--- config.mk ---
export PLATFORM = sky130hd
export DESIGN_NAME = adc_result_buffer_sequencer
export DESIGN_NICKNAME = d
export VERILOG_FILES = /design/src/adc_seq_pkg.sv /design/src/adc_buf_if.sv /design/src/adc_result_buffer_sequencer.sv /design/src/adc_result_store.sv
export SDC_FILE = /design/constraint.sdc
export NUM_CORES = 1
export LEC_CHECK = 0
export BUFFER_PORTS_ARGS = -buffer_cell sky130_fd_sc_hd__buf_2
export CAP_MARGIN = 20
export CORE_MARGIN = 3
export CORE_UTILIZATION = 30
export CTS_CLUSTER_SIZE = 28
export DETAILED_ROUTE_END_ITERATION = 12
export PLACE_DENSITY_LB_ADDON = 0.1
export SYNTH_ARGS = -nofsm -noshare
export SYNTH_HDL_FRONTEND = slang
export SYNTH_SLANG_ARGS = --single-unit
--- constraint.sdc ---
create_clock -name clk_i -period 5.4 [get_ports clk_i]
set_input_delay 0.81 -clock clk_i [delete_from_list [all_inputs] [get_ports clk_i]]
set_output_delay 0.81 -clock clk_i [all_outputs]
set_load 0.1 [all_outputs]
--- src/adc_seq_pkg.sv ---
// Shared constants of the converter result sequencer: register map, fields, reset values.
// Assumes a 16-bit register port with word addresses and a single system clock.
package adc_seq_pkg;
   localparam int ADDR_W = 5;                       // Register port address width.
   localparam int DATA_W = 16;                      // Register port data width.
   localparam int RES_W = 12;                       // Width of one conversion result.
   localparam int NUM_BUFS = 16;                    // Result buffers without DMA.
   localparam int BUF_IDX_W = 4;                    // Width of a buffer pointer.
   localparam int DMA_STRIDE = 32;                  // Conversions per DMA address step.
   localparam logic [4:0] DMA_LAST = 5'(DMA_STRIDE - 1); // Last count before a DMA step.
   // Register offsets, word addresses.
   localparam logic [ADDR_W-1:0] ADC_CONTROL_ONE = 5'h00;   // Done, sample start, flag.
   localparam logic [ADDR_W-1:0] ADC_CONTROL_TWO = 5'h01;   // Count, scan, DMA, channel.
   localparam logic [ADDR_W-1:0] SCAN_SELECT_LOW = 5'h02;   // Scan mask, channels 0-15.
   localparam logic [ADDR_W-1:0] SCAN_SELECT_HIGH = 5'h03;  // Scan mask, channels 16-31.
   localparam logic [ADDR_W-1:0] SEQ_STATUS = 5'h04;        // Pointer, count, channel.
   localparam logic [ADDR_W-1:0] RESULT_BASE = 5'h10;       // First result buffer.
   // Field positions of control one.
   localparam int DONE_BIT = 0;                     // Conversion done status.
   localparam int SAMPLE_START_BIT = 1;             // Software sample start.
   localparam int FLAG_BIT = 2;                     // Conversion complete flag.
   // Field positions of control two.
   localparam int SMPI_LSB = 0;                     // Samples per interrupt, minus one.
   localparam int SMPI_W = 5;                       // Width of that field.
   localparam int SCAN_EN_BIT = 5;                  // Channel scan enable.
   localparam int DMA_EN_BIT = 6;                   // DMA mode enable.
   localparam int CHAN_LSB = 7;                     // Fixed channel, primary selector.
   localparam int CHAN_W = 5;                       // Width of a channel number.
   // Field positions of the status register.
   localparam int STAT_PTR_LSB = 0;                 // Buffer pointer.
   localparam int STAT_CNT_LSB = 4;                 // Completed conversion count.
   localparam int STAT_CHAN_LSB = 9;                // Current channel.
   // Reset values.
   localparam logic [SMPI_W-1:0] SMPI_RST = 5'h00;  // Flag after every conversion.
   localparam logic [15:0] SEL_RST = 16'h0000;      // Nothing selected for scan.
endpackage : adc_seq_pkg
--- src/adc_buf_if.sv ---
// Link between the sequencer and its result buffer store.
// Assumes both ends run on the same clock as the sequencer.
`timescale 1ns/1ps
`default_nettype none
interface adc_buf_if;
   import adc_seq_pkg::*;
   logic wr;                              // One-cycle pulse: store a result.
   logic [RES_W-1:0] wdata;               // Result to store.
   logic wrap;                            // With wr: pointer returns to buffer zero.
   logic dma;                             // DMA mode: only buffer zero is used.
   logic [BUF_IDX_W-1:0] rd_idx;          // Buffer being read.
   logic [RES_W-1:0] rd_data;             // Contents of that buffer.
   logic [BUF_IDX_W-1:0] ptr;             // Next buffer to be written.
   modport seq (output wr, wdata, wrap, dma, rd_idx, input rd_data, ptr);
   modport store (input wr, wdata, wrap, dma, rd_idx, output rd_data, ptr);
endinterface : adc_buf_if
`default_nettype wire

--- src/adc_result_buffer_sequencer.sv ---
// Converter sequencing: completion counting, flag, scan list, buffer and DMA stepping.
// Assumes the analog core pulses conv_begin_i and conv_done_i on this clock.
//
// What this block does
// - Raise flag when count reaches samples-per-interrupt.
// - Scan list restarts at that same count.
// - Without DMA, buffer pointer wraps at count.
// - DMA mode uses only the first buffer.
// - DMA address advances every 32nd conversion.
// - Sixteen buffers filled in order, channel ignored.
// - DMA buffer overwritten; reader must keep up.
// - Done clears at start, sets at completion.
//
// The placing of the registers and the plain strobed port were left to the implementer.
`timescale 1ns/1ps
`default_nettype none
module adc_result_buffer_sequencer (
   input wire logic clk_i,                                  // System clock, 10 MHz.
   input wire logic rst_i,                                  // Asynchronous reset, high.
   input wire logic [adc_seq_pkg::ADDR_W-1:0] addr_i,       // Register word address.
   input wire logic [adc_seq_pkg::DATA_W-1:0] wdata_i,      // Register write data.
   input wire logic wr_i,                                   // Write strobe.
   input wire logic rd_i,                                   // Read strobe.
   output logic [adc_seq_pkg::DATA_W-1:0] rdata_o,          // Read data, next cycle.
   input wire logic conv_begin_i,                           // Conversion start pulse.
   input wire logic conv_done_i,                            // Conversion end pulse.
   input wire logic [adc_seq_pkg::RES_W-1:0] result_i,      // Result with conv_done_i.
   output logic sample_o,                                   // Sample request level.
   output logic [adc_seq_pkg::CHAN_W-1:0] chan_o,           // Channel to sample.
   output logic done_o,                                     // Conversion done status.
   output logic flag_o,                                     // Conversion complete flag.
   output logic scan_restart_o,                             // Scan list restart pulse.
   output logic dma_req_o,                                  // Result ready for DMA.
   output logic dma_addr_inc_o                              // DMA address step pulse.
);
   import adc_seq_pkg::*;

   // All state of the sequencer in one record.
   typedef struct packed {
      logic done;                      // Conversion done status.
      logic sample_start_bit;                      // Sample start bit.
      logic flag;                      // Conversion complete flag.
      logic scan_en;                   // Channel scan enable.
      logic dma_en;                    // DMA mode enable.
      logic [SMPI_W-1:0] smpi;         // Samples per interrupt, minus one.
      logic [CHAN_W-1:0] chan_fix;     // Channel used without scanning.
      logic [15:0] sel_lo;             // Scan mask, low half.
      logic [15:0] sel_hi;             // Scan mask, high half.
      logic [SMPI_W-1:0] cnt;          // Completed conversions in this group.
      logic [4:0] dma_cnt;             // Conversions since the last DMA step.
      logic [CHAN_W-1:0] chan;         // Current scan channel.
      logic scan_rst;                  // Scan restart pulse.
      logic dma_req;                   // DMA request pulse.
      logic dma_inc;                   // DMA address step pulse.
      logic [DATA_W-1:0] rdata;        // Read data register.
   } seq_t;

   seq_t st;                           // Registered state.
   seq_t next_st;                      // Next state.
   adc_buf_if bif ();                  // Link to the result store.

   // Finds the next selected channel after cur, wrapping; keeps cur if none selected.
   function automatic logic [CHAN_W-1:0] next_sel(input logic [31:0] m,
                                                  input logic [CHAN_W-1:0] cur);
      logic [CHAN_W-1:0] r;
      logic [CHAN_W-1:0] idx;
      logic found;
      r = cur;
      idx = cur;
      found = 1'b0;
      for (int i = 1; i <= 32; i++) begin
         idx = cur + 5'(i);
         if (!found && m[idx]) begin
            r = idx;
            found = 1'b1;
         end
      end
      return r;
   endfunction : next_sel

   // Buffer store instance.
   adc_result_store u_store (
      .clk_i(clk_i),
      .rst_i(rst_i),
      .bus(bif.store)
   );

   // Requests toward the store follow the conversion events directly.
   logic group_end;                                   // Last conversion of the group.
   assign group_end = conv_done_i && (st.cnt == st.smpi);
   assign bif.wr = conv_done_i;
   assign bif.wdata = result_i;
   assign bif.wrap = group_end;
   assign bif.dma = st.dma_en;
   assign bif.rd_idx = addr_i[BUF_IDX_W-1:0];

   // Next-state logic: register writes, conversion events, reads.
   always_comb begin
      next_st = st;
      next_st.scan_rst = 1'b0;
      next_st.dma_req = 1'b0;
      next_st.dma_inc = 1'b0;
      // Register writes; flags only clear by writing zero.
      if (wr_i) begin
         unique case (addr_i)
            ADC_CONTROL_ONE: begin
               if (!wdata_i[DONE_BIT]) begin
                  next_st.done = 1'b0;
               end
               if (!wdata_i[FLAG_BIT]) begin
                  next_st.flag = 1'b0;
               end
               next_st.sample_start_bit = wdata_i[SAMPLE_START_BIT];
            end
            ADC_CONTROL_TWO: begin
               next_st.smpi = wdata_i[SMPI_LSB +: SMPI_W];
               next_st.scan_en = wdata_i[SCAN_EN_BIT];
               next_st.dma_en = wdata_i[DMA_EN_BIT];
               next_st.chan_fix = wdata_i[CHAN_LSB +: CHAN_W];
            end
            SCAN_SELECT_LOW: begin
               next_st.sel_lo = wdata_i;
            end
            SCAN_SELECT_HIGH: begin
               next_st.sel_hi = wdata_i;
            end
            default: begin
               // Status and buffers are read-only; other addresses ignore writes.
            end
         endcase
      end
      // A conversion start ends sampling and clears done.
      if (conv_begin_i) begin
         next_st.done = 1'b0;
         next_st.sample_start_bit = 1'b0;
      end
      // Completion sets done and steps the counters; sets win over clears.
      if (conv_done_i) begin
         next_st.done = 1'b1;
         next_st.dma_req = st.dma_en;
         if (group_end) begin
            next_st.cnt = '0;
            next_st.flag = 1'b1;
            if (st.scan_en) begin
               next_st.chan = next_sel({st.sel_hi, st.sel_lo}, 5'h1f);
               next_st.scan_rst = 1'b1;
            end
         end else begin
            next_st.cnt = st.cnt + 5'h01;
            if (st.scan_en) begin
               next_st.chan = next_sel({st.sel_hi, st.sel_lo}, st.chan);
            end
         end
         if (st.dma_en) begin
            if (st.dma_cnt == DMA_LAST) begin
               next_st.dma_cnt = '0;
               next_st.dma_inc = 1'b1;
            end else begin
               next_st.dma_cnt = st.dma_cnt + 5'h01;
            end
         end
      end
      if (!st.dma_en) begin
         next_st.dma_cnt = '0;
      end
      // Read data stands in the cycle after the strobe only.
      next_st.rdata = '0;
      if (rd_i) begin
         if (addr_i >= RESULT_BASE) begin
            next_st.rdata = DATA_W'(bif.rd_data);
         end else begin
            unique case (addr_i)
               ADC_CONTROL_ONE: begin
                  next_st.rdata[DONE_BIT] = st.done;
                  next_st.rdata[SAMPLE_START_BIT] = st.sample_start_bit;
                  next_st.rdata[FLAG_BIT] = st.flag;
               end
               ADC_CONTROL_TWO: begin
                  next_st.rdata[SMPI_LSB +: SMPI_W] = st.smpi;
                  next_st.rdata[SCAN_EN_BIT] = st.scan_en;
                  next_st.rdata[DMA_EN_BIT] = st.dma_en;
                  next_st.rdata[CHAN_LSB +: CHAN_W] = st.chan_fix;
               end
               SCAN_SELECT_LOW: begin
                  next_st.rdata = st.sel_lo;
               end
               SCAN_SELECT_HIGH: begin
                  next_st.rdata = st.sel_hi;
               end
               SEQ_STATUS: begin
                  next_st.rdata[STAT_PTR_LSB +: BUF_IDX_W] = bif.ptr;
                  next_st.rdata[STAT_CNT_LSB +: SMPI_W] = st.cnt;
                  next_st.rdata[STAT_CHAN_LSB +: CHAN_W] = chan_o;
               end
               default: begin
                  next_st.rdata = '0;                      // Unmapped reads as zero.
               end
            endcase
         end
      end
   end

   // Registers the whole state.
   always_ff @(posedge clk_i or posedge rst_i) begin
      if (rst_i) begin
         st <= '{smpi: SMPI_RST, sel_lo: SEL_RST, sel_hi: SEL_RST, default: '0};
      end else begin
         st <= next_st;
      end
   end

   // Outputs straight from the state.
   assign rdata_o = st.rdata;
   assign sample_o = st.sample_start_bit;
   assign chan_o = st.scan_en ? st.chan : st.chan_fix;
   assign done_o = st.done;
   assign flag_o = st.flag;
   assign scan_restart_o = st.scan_rst;
   assign dma_req_o = st.dma_req;
   assign dma_addr_inc_o = st.dma_inc;
endmodule : adc_result_buffer_sequencer
`default_nettype wire

--- src/adc_result_store.sv ---
// Sixteen-entry result buffer store with its fill pointer.
// Assumes write requests come from the sequencer on the same clock.
`timescale 1ns/1ps
`default_nettype none
module adc_result_store (
   input wire logic clk_i,          // System clock.
   input wire logic rst_i,          // Asynchronous reset, active high.
   adc_buf_if.store bus             // Link from the sequencer.
);
   import adc_seq_pkg::*;

   // The whole state of the store besides the memory is the pointer.
   typedef struct packed {
      logic [BUF_IDX_W-1:0] ptr;    // Next buffer to fill.
   } store_t;

   store_t st;                      // Registered state.
   store_t next_st;                 // Next state.
   logic [RES_W-1:0] mem [NUM_BUFS]; // Result buffers.

   // Pointer steps through the buffers; wraps on request; held at zero under DMA.
   always_comb begin
      next_st = st;
      if (bus.dma) begin
         next_st.ptr = '0;
      end else if (bus.wr) begin
         if (bus.wrap) begin
            next_st.ptr = '0;
         end else begin
            next_st.ptr = st.ptr + 4'h1;
         end
      end
   end

   // Registers the pointer.
   always_ff @(posedge clk_i or posedge rst_i) begin
      if (rst_i) begin
         st <= '0;
      end else begin
         st <= next_st;
      end
   end

   // Stores a result in sequence regardless of channel; DMA mode overwrites buffer zero.
   always_ff @(posedge clk_i) begin
      if (bus.wr) begin
         mem[bus.dma ? 4'h0 : st.ptr] <= bus.wdata;
      end
   end

   assign bus.rd_data = mem[bus.rd_idx];  // Read port for the register file.
   assign bus.ptr = st.ptr;               // Pointer shown in the status register.
endmodule : adc_result_store
`default_nettype wire

Word level (Yosys, flattened, before mapping):

Memory sizes are Yosys's and may differ from the RTL's.
Cells that the tools add are included.

* bits in registers: 85
* bits in latches: 0
* memory bits (writable): 192
* ROM bits: 0
* input bits: 39
* logic and storage cells: 643
* memories: 1

* add/sub/neg operators: 34
* $mul: 0
* divide/modulo/power cells: 0
* order comparisons: 33
* equality and inequality tests: 9
* shifts and indexed selects: 0
* muxes and demuxes: 411
* bitwise logic cells: 0
* reduce and logical (&&, ||, !) cells: 138

Memory list
* u_store.mem: depth 16, width 12, rd ports 1, clocked after memory_dff 0, wr ports 1, line adc_result_store.sv:19 `logic [RES_W-1:0] mem [NUM_BUFS];`

Operators with widths (count)
* 2-to-1 mux 5 bit: 71
* 2-to-1 mux 1 bit: 290
* less-than comparator 5 x 6 -> 1 bit (second input constant): 32
* binary-select mux 1 bit (select 5 bit): 32
* adder 5 bit (second input constant): 16
* 2-to-1 mux 16 bit: 4
* logical AND 1 bit: 63
* logical NOT 1 bit: 62
* 2-to-1 mux 47 bit: 1
* adder 5 x 4 -> 5 bit (second input constant): 8
* one-hot mux 9 bit (4 select lines): 1
* nonzero test 32 bit: 1
* adder 5 x 3 -> 5 bit (second input constant): 4
* 2-to-1 mux 4 bit: 4
* adder 5 x 1 -> 5 bit (second input constant): 3
* one-hot mux 3 bit (5 select lines): 1
* 2-to-1 mux 13 bit: 1
* 2-to-1 mux 12 bit: 1
* adder 5 x 2 -> 5 bit (second input constant): 2
* equality test 5 x 2 -> 1 bit (second input constant): 2
* AND reduction 2 bit: 4
* 2-to-1 mux 6 bit: 1
* one-hot mux 2 bit (3 select lines): 1
* nonzero test 2 bit: 3
* 15 further kinds: 17

Logic depth before layout (Yosys ltp):

Gate-level depths: netlist (run 1).

* depth in word-level cells: 194
* gate-level depth with buffers: 21
* depth with buffers taken out: 14

Cells and area by module:

From an unflattened synthesis (run 1), not the netlist that was laid out.

* cells, all modules: 1550
* area total of the unflattened synthesis: 18212.5 um^2

By module, submodules not included
* adc_result_buffer_sequencer: times used 1, cells an instance 1205, area an instance 10628.9 um^2, seq. area each 2026.9 um^2
* adc_result_store: times used 1, cells an instance 345, area an instance 7583.5 um^2, seq. area each 5865.6 um^2

Least setup slack after synthesis (run 1):

OpenSTA, ideal clock, no wires.

* kind: register to register
* from: reg with a tool-made name
* to: reg with a tool-made name
* data arrival time: 5.442 ns
* path slack: -0.123 ns
* stages on the path, launching flop included: 21
* path buffers: 6
* period minus slack after synthesis: 5.523 ns
* cells stage by stage: dfrtp_1 buf_2 buf_2 clkbuf_1 inv_1 ha_1 buf_1 mux4_2 mux2_2 mux4_2 nor2_1 nand3_2 or4b_1 buf_2 nor4_4 buf_4 o21ai_1 a21oi_1 nor2_1 and3_1 nor3_2

==> results of run 1 <==
through the flow:
stage / worst slack, ns / utilization, % / cell area [sq um] / std cells / hold slack [ns]
after floorplan: 0.0467 / - / 17300 / 1414 / 0.497
after global placement: 0.211 / 33.2 / 18800 / 2228 / 0.518
after detailed placement: 0.184 / 33.2 / 18800 / 2228 / 0.522
after CTS: 0.155 / 34.9 / 19800 / 2284 / 0.298
after global routing: 0.0255 / 34.9 / 19800 / 2284 / 0.324
final: 0.187 / 34.9 / 19800 / 2288 / 0.296
state kept, by name (all words and copies together) (netlist names), 4 cells and up, named ones only:
| signal | cells |
|---|---|
| u_store.bus.ptr | 4 |
| u_store.mem | 192 |
| st | 54 |
| rdata_o | 16 |
path summary, 6_finish.rpt:
check,end,slack (ns),cells after the start
min in group clk_i,sample_o$_DFFE_PP0P_,0.38,2
min,scan_restart_o$_DFF_PP0_,0.30,2
min reg2reg,st[67]$_DFFE_PP0P_,0.54,1
max reg2reg,flop,0.19,15
max in group asynchronous,st[64]$_DFFE_PP0P_,4.02,3
max,flop,0.19,15
cells in the mapped netlist, types with 16 or more instances:
master,n
and3_1,17
nand4_1,18
edfxtp_1,192
o211ai_1,17
nand2_1,106
nor2_1,101
mux2_2,71
xnor2_1,25
nor3_1,33
inv_1,29
mux2i_1,59
a211oi_1,16
clkbuf_1,68
nand3_1,38
dfrtp_1,85
a21oi_1,62
o21ai_0,47
ha_1,17
buf_4,22
mux4_2,128
layout make-up:
class / instances / area [sq um]
repair buffers: 166 / 1100
multi-input cells: 995 / 8780
inverters: 34 / 130
clock inverters: 15 / 113
flip-flops and latches: 277 / 7900
fillers: 5619 / 36900
clock buffers: 41 / 833
well taps: 756 / 946
diodes: 4 / 10.0
metal layers:
metal	track usage, %	vias up
met5	0	-
met4	9.55	2
met3	2.64	115
met2	39.1	455
met1	27.1	6858
li1	-	5764
layout by cell type (no fill, tap or decap), types with 25 or more instances in the layout:
cell type / n
nand3_1: 38
inv_1: 28
xnor2_1: 25
dfrtp_1: 83
nand2_1: 106
edfxtp_1: 192
nor2_1: 101
mux2_2: 71
mux4_2: 128
a21oi_1: 62
nor3_1: 30
clkbuf_16: 31
buf_2: 64
mux2i_1: 59
o21ai_0: 47
buf_4: 101
repair_timing:
item	in CTS	in global routing
endpoints found under the hold margin	0	0
endpoints found under the setup margin	0	2
resized for setup	0	3
kinds of logic (layout without fill, tap and decap cells):
kind of cell | Yosys count | after routing | share of synthesized area, %
AOI/OAI and AO/OA | 288 | 288 | 11.5
xor gates and xnor gates | 40 | 40 | 2.03
adders and majority gates | 17 | 17 | 1.23
buffers and inverters | 142 | 256 | 3.67
DFF | 277 | 277 | 45.7
muxes | 259 | 259 | 24.8
other | 0 | 4 | 0
and+or+nand+nor | 391 | 391 | 11.1
==> results.sh, run 1 <==
export IMPL_synth_edf_count=192
export IMPL_synth_area_leader_cell="edfxtp_1"
export IMPL_path_clk_slew_ns=0.07
export IMPL_start_util_pct=30.5
export IMPL_grt_start_max_net_pins=47
export IMPL_layout_area_overhead_vs_synth_pct=14.6
export IMPL_synthArstFlopShare_pct=30.7
export IMPL_max_stage_delay_ns=0.67
export IMPL_path_cells="inv_2 > ha_1 > mux4_2 > mux2_2 > mux4_2 > nor2_1 > nand3_2 > or4b_1 > nor4_4 > buf_4 > a21boi_0 > a221o_1 > a32oi_1 > a211oi_1 > o22ai_1"
export IMPL_cts_sinks=277
export IMPL_fin_nets=1560
export IMPL_critical_path_arrival_ns=5.66
export IMPL_synthTopCellsByArea="edfxtp_1, mux4_2, dfrtp_1"
export IMPL_highest_layer="met5"
export IMPL_htree_num_levels=1
export IMPL_skew_ns=0.0505
export IMPL_syn_avg_cell_area_sq_um=12.2
export IMPL_gp_congestion=0.979
export IMPL_cts_root_buf="clkbuf_16"
export IMPL_path_common_cell="mux4_2"
export IMPL_end_kind="flop"
export IMPL_num_vias=13200
export IMPL_status="complete, no violations"
export IMPL_dp_final_hpwl_um=50200
export IMPL_coreArea_sq_um=56700
export IMPL_track_usage_pct=22.1
export IMPL_cp_num_buf_inv=2
export IMPL_grt_pass1_wl_um=97300
export IMPL_grt_ovfl_total=0
export IMPL_ys_seq_elements=277
export IMPL_finalCritPeriodShare_pct=96.5
export IMPL_wl_met1_um=26700
export IMPL_drv_cap=0
export IMPL_criticalPathCategory="flop to flop"
export IMPL_grt_pass1_vias=13200
export IMPL_die_area_sq_um=60500
export IMPL_row_count=87
export IMPL_drtIter0Drc=1169
export IMPL_fp_dieW_um=246
export IMPL_ant_nets=0
export IMPL_clkLatencyLatePin_ns=0.59
export IMPL_hold_buffers=0
export IMPL_ys_seq_area_share_pct=45.7
export IMPL_drc=0
export IMPL_crit_fanout=15
export IMPL_rsz0062_at_grt="no"
export IMPL_route_met2_wl_um=34200
export IMPL_clockBufferDepth=3
export IMPL_cts_tree="built"
export IMPL_wl_met3_um=3220
export IMPL_setup_worst_path_start_class="flop"
export IMPL_yosysUniqueCellTypes=82
export IMPL_netlist_area_sq_um=17300
export IMPL_slew_headroom_pct=33.1
export IMPL_synth_top_area_share_pct=33.3
export IMPL_cp_slowest_cell="or4b_1"
export IMPL_drt_pre_antenna_iters=6
export IMPL_required_ns=5.84
export IMPL_die_h_um=246
export IMPL_totalWireLength_um=67400
export IMPL_cts_setup_buffers=0
export IMPL_syn_inst=1414
export IMPL_finalCriticalPeriod_ns=5.21
export IMPL_antenna_found_initial=4
export IMPL_synth_top_flop_cell="edfxtp_1"
export IMPL_yosysWarningCount=0
export IMPL_avgViaCountPerCell=5.77
export IMPL_wl_per_cell_um=29.5
export IMPL_numCtsBuffers=30
export IMPL_setup_violations=0
export IMPL_maxSlewViolCount=0
export IMPL_drive_gt1_share_pct=28.5
export IMPL_min_path_type="input port to async pin"
export IMPL_synth_nets=1470
export IMPL_final_setup_tns_ns=0
export IMPL_tightest_slew_ns=0.996
export IMPL_fmax_ghz=0.192
export IMPL_ios=66
export IMPL_io_buffers=65
export IMPL_final_hold_violation_count=0
export IMPL_critPathTopFamily="multiplexers"
Power of run 1 is not shown: default switching activity piles up to over one toggle a cycle in this logic, so the estimate is an artifact.
==> run 2: changes to the inputs <==
--- a/config.mk
+++ b/config.mk
@@ -11,6 +11,7 @@
 export CORE_UTILIZATION = 30
 export CTS_CLUSTER_SIZE = 28
 export DETAILED_ROUTE_END_ITERATION = 12
+export GPL_TIMING_DRIVEN = 0
 export PLACE_DENSITY_LB_ADDON = 0.1
 export SYNTH_ARGS = -nofsm -noshare
 export SYNTH_HDL_FRONTEND = slang
==> run 2 against run 1 <==
  * Sequential share of layout area down 1.4 points
  * Global-route usage down 0.57 points
  * Flip-flop and latch count unchanged
  * Cell count up 1.9%
==> results.sh, run 2 (synthesis gave the netlist of run 1 again) <==
export IMPL_cts_root_buf="clkbuf_16"
export IMPL_min_path_type="input port to async pin"
export IMPL_antenna_found_initial=5
export IMPL_drive_gt1_share_pct=29.8
export IMPL_final_hold_violation_count=0
export IMPL_end_kind="flop"
export IMPL_route_met2_wl_um=33000
export IMPL_fillerInstances=5597
export IMPL_cts_sinks=277
export IMPL_crit_fanout=10
export IMPL_row_count=87
export IMPL_wl_met3_um=3570
export IMPL_hold_buffers=0
export IMPL_gp_congestion=0.944
export IMPL_wl_met1_um=26000
export IMPL_io_buffers=62
export IMPL_finalCriticalPeriod_ns=5.29
export IMPL_clkLatencyLatePin_ns=0.56
export IMPL_drt_pre_antenna_iters=6
export IMPL_fp_dieW_um=246
export IMPL_final_cell_mix="edfxtp_1, mux4_2, nand2_1"
export IMPL_num_vias=13300
export IMPL_track_usage_pct=21.5
export IMPL_largest_reg_flops=192
export IMPL_numCtsBuffers=28
export IMPL_drtIter0Drc=1135
export IMPL_grt_ovfl_total=0
export IMPL_setup_worst_path_start_class="flop"
export IMPL_dpl_cell_area_sq_um=18900
export IMPL_grt_start_max_net_pins=64
export IMPL_start_util_pct=30.5
export IMPL_worstRegToRegCells=21
export IMPL_maxSlewViolCount=0
export IMPL_grt_pass1_wl_um=96000
export IMPL_avgViaCountPerCell=5.69
export IMPL_required_ns=5.86
export IMPL_drc=0
export IMPL_wl_per_cell_um=27.9
export IMPL_ios=66
export IMPL_slew_headroom_pct=18.4
export IMPL_die_area_sq_um=60500
export IMPL_r2r_slack_ns=0.11
export IMPL_layout_commonest_cell="edfxtp_1"
export IMPL_status="complete, no violations"
export IMPL_layout_area_overhead_vs_synth_pct=18.8
export IMPL_critical_path_arrival_ns=5.74
export IMPL_rsz0062_at_grt="no"
export IMPL_totalWireLength_um=65100
export IMPL_fin_nets=1606
export IMPL_drv_cap=0
export IMPL_ant_nets=0
export IMPL_regMostFlops="u_store.mem"
export IMPL_setup_violations=0
export IMPL_tightest_slew_ns=1.22
export IMPL_grt_pass1_vias=13600
export IMPL_stdcell_area_sq_um=20500
export IMPL_skew_ns=0.0271
export IMPL_cts_tree="built"
export IMPL_path_clk_slew_ns=0.07
export IMPL_clockBufferDepth=3
export IMPL_die_h_um=246
export IMPL_fmax_ghz=0.189
export IMPL_finalCritPeriodShare_pct=97.9
export IMPL_dp_final_hpwl_um=49800
export IMPL_criticalPathCategory="flop to flop"
export IMPL_highest_layer="met5"
export IMPL_htree_num_levels=1
export IMPL_coreArea_sq_um=56700
run 2: cell count changes in the layout (fill, tap and decap cells not counted), sizes merged:
cell      before  now
buf          166  150
bufinv         0    6
clkinv        14   13
clkinvlp       3    2
clkbuf        41   96
inv           32   33
run 2: layout make-up:
cell class | instances | area [sq um] | share of cell area (%)
repair buffers | 111 | 855 | 4.16
inverters | 34 | 136 | 0.664
plain buffers | 103 | 591 | 2.88
flip-flops and latches | 277 | 7900 | 38.4
multi-input cells | 995 | 9090 | 44.3
clock buffers | 32 | 737 | 3.59
clock inverters | 20 | 269 | 1.31
diodes | 4 | 10.0 | 0.0487
well taps | 756 | 946 | 4.61
run 2: worst max path at each step:
| stage | slack (ns) | to | depth (start not counted) |
|---|---|---|---|
| floorplan | 0.05 | flop | 20 |
| global placement | -3.16 | flop | 20 |
| detailed placement | -2.85 | flop | 20 |
| CTS | 0.002 | flop | 20 |
| global route | 0.02 | flop | 21 |
| finish | 0.11 | flop | 21 |
run 2: worst max-delay path, cell delays in order (launching register included):
cell	delay, ns
dfrtp_1	0.40
buf_12	0.13
buf_12	0.14
buf_12	0.15
inv_4	0.10
ha_4	0.30
buf_8	0.14
mux4_2	0.59
mux2_4	0.30
mux4_2	0.59
nor2_4	0.18
nand3_4	0.11
or4b_1	0.47
buf_4	0.18
nor4_4	0.22
buf_6	0.17
buf_6	0.15
a21boi_2	0.17
a2111oi_0	0.09
nand4_1	0.22
a21oi_1	0.11
nor3_1	0.25
run 2: timing repair:
action	in CTS	in global routing
setup buffers	14	12
resized for setup	65	33
endpoints found under the setup margin	5	5
pin swaps	8	7
run 2: metrics by stage:
stage / hold slack, ns / setup TNS (ns) / setup slack, ns / std cells / utilization (%)
2_1_floorplan: 0.497 / 0 / 0.0467 / 1414 / -
3_3_place_gp: 0.535 / -15.12 / -3.16 / 2232 / 32.7
3_5_place_dp: 0.539 / -13.74 / -2.85 / 2254 / 33.4
4_1_cts: 0.207 / 0 / 0.00175 / 2318 / 35.8
5_1_grt: 0.233 / 0 / 0.0163 / 2328 / 36.2
6_report: 0.223 / 0 / 0.112 / 2332 / 36.2
run 2: layer usage:
metal | vias up | track usage [%]
met1 | 6785 | 27.1
met5 | - | 0
li1 | 5865 | -
met4 | 2 | 7.07
met2 | 483 | 38.1
met3 | 136 | 2.95
Power of run 2 is left out for the same reason.
